**config.mk**
```make
export PLATFORM = sky130hd
export DESIGN_NAME = wfd_detector
export DESIGN_NICKNAME = d
export VERILOG_FILES = /design/src/core/wfd_pkg.sv /design/src/core/wfd_crc16.sv /design/src/core/wfd_detector.sv
export VERILOG_INCLUDE_DIRS = /design/src /design/src/core
export SDC_FILE = /design/constraint.sdc
export NUM_CORES = 1
export LEC_CHECK = 0
export BUFFER_PORTS_ARGS = -buffer_cell sky130_fd_sc_hd__buf_2
export CORE_MARGIN = 4
export CORE_UTILIZATION = 48
export DETAILED_ROUTE_END_ITERATION = 6
export PLACE_DENSITY_LB_ADDON = 0.08
export SLEW_MARGIN = 30
export SYNTH_ARGS = -nofsm -noshare
export SYNTH_HDL_FRONTEND = slang
export SYNTH_SLANG_ARGS = --single-unit
```
**constraint.sdc**
```tcl
create_clock -name clk -period 4.45 [get_ports clk]
set_input_delay 0.6675 -clock clk [delete_from_list [all_inputs] [get_ports clk]]
set_output_delay 0.6675 -clock clk [all_outputs]
set_load 0.01 [all_outputs]
```
**src/core/wfd_map.svh**
```systemverilog
// Constants for the wake frame detector: field positions, reset values, counts.
// Assumes inclusion by core files only; definitions only.
`ifndef WFD_MAP_SVH
`define WFD_MAP_SVH

// ****************************************
// Frame layout and pattern constants
// ****************************************
`define WFD_SYNC_LEN       3'd6
`define WFD_ADDR_COPIES    5'd16
`define WFD_MASK_BITS      128
`define WFD_CRC_PRESET     16'hFFFF
`define WFD_OFFSET_W       11
`define WFD_BYTE_CNT_W     11
`define WFD_WAKE_IRQ_BIT   8
`define WFD_IRQ_W          16
`define WFD_MCAST_BIT      0
`define WFD_ALL_ONES_BYTE  8'hFF

`endif

```
**src/core/wfd_pkg.sv**
```systemverilog
// Types shared by the wake frame detector files.
// Assumes wfd_map.svh sits in the include path.
`default_nettype none
package wfd_pkg;
	// Magic packet search states
	typedef enum logic [1:0] {
		WFD_MP_SYNC = 2'b00,   // Counting leading all-ones bytes
		WFD_MP_ADDR = 2'b01,   // Matching address copies
		WFD_MP_DONE = 2'b10    // Full sequence seen in this frame
	} wfd_mp_state_t;
endpackage : wfd_pkg
`default_nettype wire

```
**src/core/wfd_crc16.sv**
```systemverilog
// CRC-16 byte update used by the pattern filter.
// Assumes caller holds the accumulator register; this is pure logic.
`default_nettype none
module wfd_crc16 (
	input  wire logic [15:0] crc,       // Current accumulator
	input  wire logic [7:0]  data,      // Included byte
	output logic      [15:0] next_crc   // Updated accumulator
);
	// ****************************************
	// Byte update
	// ****************************************
	logic [7:0] f; // Intermediate terms

	// Chain of intermediates, then the folded result
	always_comb begin
		f[0] = crc[15] ^ data[0];
		for (int k = 1; k < 8; k++) begin
			f[k] = crc[15-k] ^ f[k-1] ^ data[k];
		end
		next_crc[15]    = crc[7] ^ f[7];
		next_crc[14:10] = crc[6:2];
		next_crc[9]     = crc[1] ^ f[0];
		next_crc[8]     = crc[0] ^ f[1];
		for (int k = 0; k < 6; k++) begin
			next_crc[7-k] = f[k] ^ f[k+2];
		end
		next_crc[1] = f[6];
		next_crc[0] = f[7];
	end
endmodule : wfd_crc16
`default_nettype wire

```
**src/core/wfd_detector.sv**
```systemverilog
// Wake frame detector: magic packet and pattern filter for one PHY port.
// Assumes a byte stream from the receive path with sof/byte/eof strobes and
// a frame-good verdict presented together with eof.
//
// Notes on behaviour
// - Magic packet: six FF, sixteen address copies
// - Magic match sets wake flag and magic flag
// - Byte mask selects 128 bytes from offset
// - CRC over selected bytes, match sets flag
// - CRC preset all ones each frame, selective
// - Intermediate terms chained from CRC and data
// - Next CRC formed from intermediates and shifts
// - Offset zero is first destination address byte
// - Specific, multicast, broadcast qualifiers picked by frame type
// - Wake table by frame type and enables
// - Pattern wake needs good FCS and length
// - Pattern test only while pattern wake enabled
// - Pattern match sets filter triggered bit
// - Config A holds enables and offset
// - Every wake event sets wake interrupt flag
`include "wfd_map.svh"
`default_nettype none
module wfd_detector import wfd_pkg::*; #(
	parameter int MASK_BITS = `WFD_MASK_BITS   // Byte mask width
) (
	input  wire logic                     clk,                 // 40 MHz receive clock
	input  wire logic                     reset,               // Synchronous, active high
	input  wire logic                     rx_sof,              // First byte of frame (DA byte 0) is on rx_data
	input  wire logic                     rx_valid,            // rx_data holds a frame byte
	input  wire logic [7:0]               rx_data,             // Received frame byte
	input  wire logic                     rx_eof,              // Frame ended, verdict valid
	input  wire logic                     rx_frame_good,       // FCS and length checks passed
	input  wire logic [15:0]              wake_addr_reg_a,     // Station address bytes 1:0
	input  wire logic [15:0]              wake_addr_reg_b,     // Station address bytes 3:2
	input  wire logic [15:0]              wake_addr_reg_c,     // Station address bytes 5:4
	input  wire logic                     magic_packet_enable, // Magic packet search on
	input  wire logic                     pattern_wake_enable, // Pattern wake on
	input  wire logic                     filter_enable,       // Config A: filter on
	input  wire logic                     addr_match_enable,   // Config A: specific address check
	input  wire logic                     any_mcast_enable,    // Config A: any multicast
	input  wire logic                     bcast_enable,        // Config A: broadcast
	input  wire logic [`WFD_OFFSET_W-1:0] pattern_offset,      // Config A: first checked byte
	input  wire logic [15:0]              filter_crc_reg,      // Expected CRC-16
	input  wire logic [MASK_BITS-1:0]     filter_byte_mask_regs, // Byte mask
	input  wire logic                     flag_clear,          // One-cycle clear of all sticky flags
	output logic                          magic_match_flag,    // Sticky: magic packet seen
	output logic                          pattern_frame_flag,  // Sticky: pattern frame seen
	output logic                          filter_triggered,    // Sticky: config A trigger bit
	output logic                          wake_irq_flag,       // Sticky: port irq flag bit eight
	output logic                          wake_event           // One-cycle pulse per wake frame
);
	// ****************************************
	// Frame-level state
	// ****************************************
	logic [`WFD_BYTE_CNT_W-1:0] byte_cnt, next_byte_cnt;  // Index of next byte
	logic [15:0]                crc, next_crc;            // Pattern accumulator
	logic [47:0]                da, next_da;              // Captured destination address
	wfd_mp_state_t              mp_state, next_mp_state;  // Magic search state
	logic [2:0]                 mp_pos, next_mp_pos;      // Byte within a group of six
	logic [4:0]                 mp_copy, next_mp_copy;    // Address copies matched
	logic [2:0]                 ff_run, next_ff_run;      // Running count of FF bytes
	logic [15:0]                crc_upd;                  // CRC after this byte
	logic [15:0]                crc_in;                   // Accumulator fed to the update, preset on sof
	logic [47:0]                station;                  // Station address, byte 0 low
	logic [7:0]                 exp_byte;                 // Expected address byte
	logic [`WFD_BYTE_CNT_W-1:0] idx;                      // Effective byte index
	logic [`WFD_BYTE_CNT_W-1:0] rel;                      // Index relative to offset
	logic                       sel;                      // Byte chosen by the mask
	logic                       next_magic, next_pattern, next_trig, next_irq, next_event;
	logic                       magic_hit, pattern_hit, is_bcast, is_mcast, addr_hit, qual;

	// Station address assembled with byte 0 first on the wire
	assign station = {wake_addr_reg_c, wake_addr_reg_b, wake_addr_reg_a};

	// The first byte must see the preset, not the previous frame's leftover sum
	assign crc_in = rx_sof ? `WFD_CRC_PRESET : crc;

	wfd_crc16 u_crc (
		.crc      (crc_in),
		.data     (rx_data),
		.next_crc (crc_upd)
	);

	// ****************************************
	// Per-byte tracking
	// ****************************************
	// Byte counter, CRC, DA capture and magic search
	always_comb begin
		next_byte_cnt = byte_cnt;
		next_crc      = crc;
		next_da       = da;
		next_mp_state = mp_state;
		next_mp_pos   = mp_pos;
		next_mp_copy  = mp_copy;
		next_ff_run   = ff_run;
		// sof restarts everything so offset zero is DA byte 0
		idx      = rx_sof ? '0 : byte_cnt;
		rel      = idx - pattern_offset;
		// Offset window plus mask bit decide inclusion
		sel      = (idx >= pattern_offset) && (rel < `WFD_BYTE_CNT_W'(MASK_BITS))
		         && filter_byte_mask_regs[rel[6:0]];
		exp_byte = station[8*mp_pos +: 8];
		if (rx_sof) begin
			next_crc      = `WFD_CRC_PRESET;
			next_mp_state = WFD_MP_SYNC;
			next_mp_pos   = '0;
			next_mp_copy  = '0;
			next_ff_run   = '0;
		end
		if (rx_valid) begin
			if (idx != '1) begin
				next_byte_cnt = idx + 1'b1;
			end else begin
				next_byte_cnt = idx; // Saturate on giant frames
			end
			if (sel) begin
				next_crc = crc_upd;
			end
			if (idx < 6) begin
				next_da[8*idx[2:0] +: 8] = rx_data;
			end
			// Magic search; a broken address run falls back to FF counting
			unique case (rx_sof ? WFD_MP_SYNC : mp_state)
				WFD_MP_SYNC: begin
					if (rx_data == `WFD_ALL_ONES_BYTE) begin
						next_ff_run = ((rx_sof ? 3'd0 : ff_run) == `WFD_SYNC_LEN) ? `WFD_SYNC_LEN
						            : (rx_sof ? 3'd1 : ff_run + 3'd1);
					end else if (ff_run == `WFD_SYNC_LEN && !rx_sof && rx_data == station[7:0]) begin
						next_mp_state = WFD_MP_ADDR;
						next_mp_pos   = 3'd1;
						next_mp_copy  = '0;
						next_ff_run   = '0;
					end else begin
						next_ff_run = '0;
					end
				end
				WFD_MP_ADDR: begin
					if (rx_data == exp_byte) begin
						if (mp_pos == 3'd5) begin
							next_mp_pos  = '0;
							next_mp_copy = mp_copy + 5'd1;
							if (mp_copy + 5'd1 == `WFD_ADDR_COPIES) begin
								next_mp_state = WFD_MP_DONE;
							end
						end else begin
							next_mp_pos = mp_pos + 3'd1;
						end
					end else begin
						// Restart; an FF here may begin a new sync run
						next_mp_state = WFD_MP_SYNC;
						next_ff_run   = (rx_data == `WFD_ALL_ONES_BYTE) ? 3'd1 : 3'd0;
					end
				end
				WFD_MP_DONE: begin
					next_mp_state = WFD_MP_DONE;
				end
				default: begin
					next_mp_state = WFD_MP_SYNC;
				end
			endcase
		end else if (rx_sof) begin
			next_byte_cnt = '0;
		end
	end

	// ****************************************
	// End-of-frame decision and sticky flags
	// ****************************************
	// Pattern decision uses the verdict given with eof, magic ignores it, one event per frame
	always_comb begin
		is_bcast    = (da == 48'hFFFF_FFFF_FFFF);
		is_mcast    = da[`WFD_MCAST_BIT] && !is_bcast;
		addr_hit    = (da == station);
		// Table: unicast, multicast, broadcast columns
		if (is_bcast) begin
			qual = bcast_enable;
		end else if (is_mcast) begin
			qual = any_mcast_enable || (addr_match_enable && addr_hit);
		end else begin
			qual = !addr_match_enable || addr_hit;
		end
		magic_hit   = rx_eof && magic_packet_enable && (mp_state == WFD_MP_DONE);
		pattern_hit = rx_eof && rx_frame_good && pattern_wake_enable && filter_enable
		            && (crc == filter_crc_reg) && qual;
		// Set wins over a clear in the same cycle
		next_magic   = magic_hit || (magic_match_flag && !flag_clear);
		next_pattern = pattern_hit || (pattern_frame_flag && !flag_clear);
		next_trig    = pattern_hit || (filter_triggered && !flag_clear);
		next_irq     = magic_hit || pattern_hit || (wake_irq_flag && !flag_clear);
		next_event   = magic_hit || pattern_hit;
	end

	// ****************************************
	// Registers
	// ****************************************
	// Only registering here; all decisions live above
	always_ff @(posedge clk) begin
		if (reset) begin
			byte_cnt           <= '0;
			crc                <= `WFD_CRC_PRESET;
			da                 <= '0;
			mp_state           <= WFD_MP_SYNC;
			mp_pos             <= '0;
			mp_copy            <= '0;
			ff_run             <= '0;
			magic_match_flag   <= 1'b0;
			pattern_frame_flag <= 1'b0;
			filter_triggered   <= 1'b0;
			wake_irq_flag      <= 1'b0;
			wake_event         <= 1'b0;
		end else begin
			byte_cnt           <= next_byte_cnt;
			crc                <= next_crc;
			da                 <= next_da;
			mp_state           <= next_mp_state;
			mp_pos             <= next_mp_pos;
			mp_copy            <= next_mp_copy;
			ff_run             <= next_ff_run;
			magic_match_flag   <= next_magic;
			pattern_frame_flag <= next_pattern;
			filter_triggered   <= next_trig;
			wake_irq_flag      <= next_irq;
			wake_event         <= next_event;
		end
	end
endmodule : wfd_detector
`default_nettype wire

```
==> results.rst <==
.. list-table::
   :header-rows: 1

   * - Metric
     - Value
   * - FF-to-FF Start
     - byte_cnt[0]
   * - Final worst path period need
     - around 4.0 ns
   * - Clock-pin transition on the worst setup and hold timing paths
     - about 0.060 ns
   * - Crit path buf inv count
     - 4
   * - PD cells
     - around 240 nW/um^2
   * - Placeable core area
     - 15100 sq um
   * - Number of buffers on the longest clock path
     - 2
   * - Share of synthesized area occupied by flip-flops and latches
     - between 20% and 30%
   * - Top Family by Delay on Critical Path
     - buffers and inverters
   * - Crit start category
     - input port
   * - # clock sinks
     - 93
   * - Crit path kind
     - input port to flip-flop
   * - Global-route wire length before repair
     - approximately 37000 um
   * - Number of warnings reported in the yosys synthesis log
     - 0
   * - Proportion of layout cells with a drive suffix above 1
     - a little under 30%
   * - Hold Crit Endpoint
     - pattern_frame_flag
   * - Routed length per instance
     - roughly 19 um
   * - Critical path cell sequence
     - buf_2, nand2b_1, ha_2, inv_1, fa_1, buf_4, mux4_2, nor2b_1, a221oi_1, a211oi_1, a2111oi_1, nor2_1, nand4_1, buf_12, mux2_2, nand2_1
   * - Slowest cell delay on critical path
     - 0.47 ns
   * - Total number of vias
     - just over 7000
   * - Distinct cell type count after synthesis
     - 63
   * - Hold path start
     - pattern_frame_flag
   * - Avg Inst Size Synth
     - 8.65 sq um
   * - Largest net degree at the start of global routing
     - 80
   * - Cell depth of the worst flop-to-flop path
     - 15
   * - Asr flop ratio synth
     - 0%
   * - Class of the most critical hold timing path
     - flip-flop to flip-flop
   * - Routability-driven placement congestion ratio
     - slightly below 1
   * - Instance area after placement
     - between 8000 and 9000 sq um
   * - Final setup violation count
     - 0
   * - Vias in the first global route
     - about 7000
   * - Die Footprint
     - around 17000 sq um
   * - Count of pins on the block boundary
     - 229
   * - CTS hold repair buffers
     - 0
   * - Cts bufs inserted
     - 9
   * - Dominant synthesized flop cell
     - dfxtp_1
   * - Count of filler cells inserted in the layout
     - roughly 1400
   * - Cell with the largest stage delay on the worst path
     - fa_1
   * - Number of core rows
     - 45
   * - Total congestion overflow
     - 0
   * - Static leakage power
     - 3.63 nW
   * - Peak clock frequency supported by timing
     - 249 MHz
   * - H-tree depth
     - 3
   * - Kind of capture point of the worst setup path
     - flip-flop
   * - Area added between synthesis and finish
     - 21.7%
   * - Later-pin clock latency in the skew report
     - 0.34 ns
   * - Outcome
     - finished, final reports clean
   * - Post-CTS sizing
     - 0
   * - Number of setup buffers added after CTS
     - 0
   * - Synth Cell Area
     - about 7400 sq um
   * - Critical path fanouts, max
     - 32
   * - Reported max-cap violation count
     - 0
   * - Count of final max-slew check failures
     - 0
   * - Critical R2R Capture
     - crc[9]
   * - First-pass iteration count of the detailed router
     - 5
   * - Buffers on Ports
     - approximately 230
   * - Post-route standard cell area excluding fillers
     - approximately 9000 sq um
   * - Instance count of the mapped netlist
     - 856
   * - Starting utilization of the core area
     - approximately half
   * - Accumulated negative setup slack
     - 0 ns
   * - Number of nets in the layout
     - 1300
   * - TritonCTS clock tree
     - built
   * - Cell chosen for the clock root
     - clkbuf_16
   * - Proportion of netlist area held by the largest area contributor
     - approximately a quarter
   * - Register-to-Register Setup Slack
     - slightly below 0.7 ns
   * - Number of remaining DRC errors
     - 0
   * - DRT antenna net count
     - 0
   * - Number of cells on the worst hold path
     - 2
   * - Final Hold Fails
     - 0
   * - Die Span Y
     - 132 um
   * - Number of synthesized flops with an enable pin
     - 0
   * - X dimension of the die
     - 132 um
   * - Largest cells by area after synthesis
     - dfxtp_1, mux4_2, xnor2_1
   * - Critical path data required time
     - about 4.7 ns
   * - DR vias/cell
     - 5.73
   * - Initial DRC Count
     - 503
   * - DPL Wire Length
     - approximately 19000 um
   * - GRT Overall Usage
     - approximately a quarter
   * - Unrepaired setup endpoints after global routing
     - false
   * - Routed Wire Length
     - 23500 um
   * - Number of antenna violations at the first check in global routing
     - 0
   * - Final cycle utilization of the critical path
     - about nine tenths
   * - Worst slew margin
     - roughly 45%
   * - Largest vdd supply drop
     - 213 uV
   * - Setup skew after layout
     - around 0.0087 ns
   * - Final core utilization
     - between 50% and 60%
   * - Biggest area consumer among synthesized cells
     - dfxtp_1
   * - Flop and latch count out of synthesis
     - 93
   * - Arrival time at the worst endpoint
     - roughly 4.3 ns
   * - Post-synthesis net count
     - 1098
   * - Pin slew with the least headroom to its limit
     - 0.831 ns
   * - Number of diodes added for antenna fixing
     - 0
## layout by cell type, fill, tap and decap left out, drive strengths merged, types with 6 or more instances in the layout
cell type / count
a21oi: 50
a22oi: 8
a31oi: 6
and3: 6
buf: 241
clkbuf: 10
dfxtp: 93
ha: 17
inv: 26
mux2: 13
mux2i: 44
mux4: 41
nand2: 98
nand3: 31
nand4: 35
nor2: 67
nor2b: 24
nor3: 14
nor4: 20
o211ai: 6
o21ai: 21
xnor2: 91
xor2: 33
## flip-flops by register name, indices dropped and copies added (netlist names)
signal and count:
wake_irq_flag 1, mp_copy 5, byte_cnt 11, magic_match_flag 1, mp_pos 3, crc 16, da 48, wake_event 1
filter_triggered 1, pattern_frame_flag 1, mp_state 2, ff_run 3
## worst register-to-register path, delay by kind of cell (launching register included)
| family | cells | cell delay (ns) |
|---|---|---|
| adders and majority gates | 2 | 0.73 |
| muxes | 2 | 0.73 |
| AOI/OAI and AO/OA | 3 | 0.69 |
| and+or+nand+nor | 5 | 0.65 |
| buffers and inverters | 3 | 0.58 |
| DFF | 1 | 0.32 |
## through the flow
stage,hold slack (ns),worst slack (ns),power [W],instances
after global placement,0.421,0.124,0.00138,1235
after global routing,0.466,0.0575,0.00228,1249
after detailed placement,0.430,0.0841,0.00139,1235
final,0.435,0.429,0.00219,1249
after CTS,0.439,0.426,0.00221,1249
after floorplan,0.456,0.257,0.00120,856
## final cells by class
cell class / instances / area [sq um] / share of cell area [%]
multi-input cells: 686 / 5240 / 58.1
flip-flops and latches: 93 / 1860 / 20.7
repair buffers: 241 / 1260 / 14.0
clock buffers: 10 / 239 / 2.65
well taps: 188 / 235 / 2.61
inverters: 27 / 101 / 1.12
clock inverters: 4 / 73.8 / 0.819
## routing by layer
layer  routed length [um]  track usage (%)  vias to the layer above  part of all wire [%]
met5                    0                0                        -                     0
met4                  723             8.89                        0                   3.1
met3                 1670             6.03                       34                   7.1
met2                11400             45.1                      283                    49
met1                 9690             33.0                     3357                    41
li1                     -                -                     3485                     -
## synth_stat cells, types with 2 or more instances
master,n
xnor2_1,91
nor2b_1,24
mux2_2,13
a221o_1,2
o211ai_1,6
a22oi_1,7
buf_4,3
o21bai_1,2
nand3b_1,2
xor2_1,33
buf_1,5
mux2i_1,44
a31oi_1,6
a21oi_1,50
a221oi_1,4
a21o_1,2
buf_2,7
o2111ai_1,4
and2_1,5
o21ai_0,20
a2111oi_0,3
nand4_1,35
mux4_2,36
nor4_1,18
dfxtp_1,93
and3_1,6
clkbuf_1,34
a211oi_1,3
nand3_1,31
nor3_1,13
nand2b_1,5
and3b_1,2
or3_1,4
o31ai_1,3
nor2_1,67
inv_1,26
nor3b_1,4
ha_1,17
nor4_2,2
nand2_1,97
mux4_1,5
## logic make-up after synthesis
| group | after synthesis | synth area share (%) |
|---|---|---|
| and+or+nand+nor | 324 | 21.8 |
| DFF | 93 | 25.1 |
| adders and majority gates | 18 | 3.14 |
| xor gates and xnor gates | 124 | 14.7 |
| buffers and inverters | 77 | 4.27 |
| muxes | 98 | 20.6 |
| AOI/OAI and AO/OA | 122 | 10.3 |
## how the worst max path moves through the flow
stage               startpoint  endpoint  slack, ns  cells past startpoint
floorplan               rx_sof    crc[1]       0.26                     17
global placement        rx_sof    crc[8]       0.12                     16
detailed placement      rx_sof    crc[9]       0.08                     16
CTS                     rx_sof    crc[9]       0.43                     16
global route            rx_sof    crc[4]       0.06                     16
finish                  rx_sof    crc[9]       0.43                     16
## where the power goes
part | internal [W] | switching [W]
Clock | 0.000501 | 0.000324
Sequential | 0.000839 | 0.00000710
Combinational | 0.000269 | 0.000254
Total | 0.00161 | 0.000585
Power figures use the tool's default switching activity.
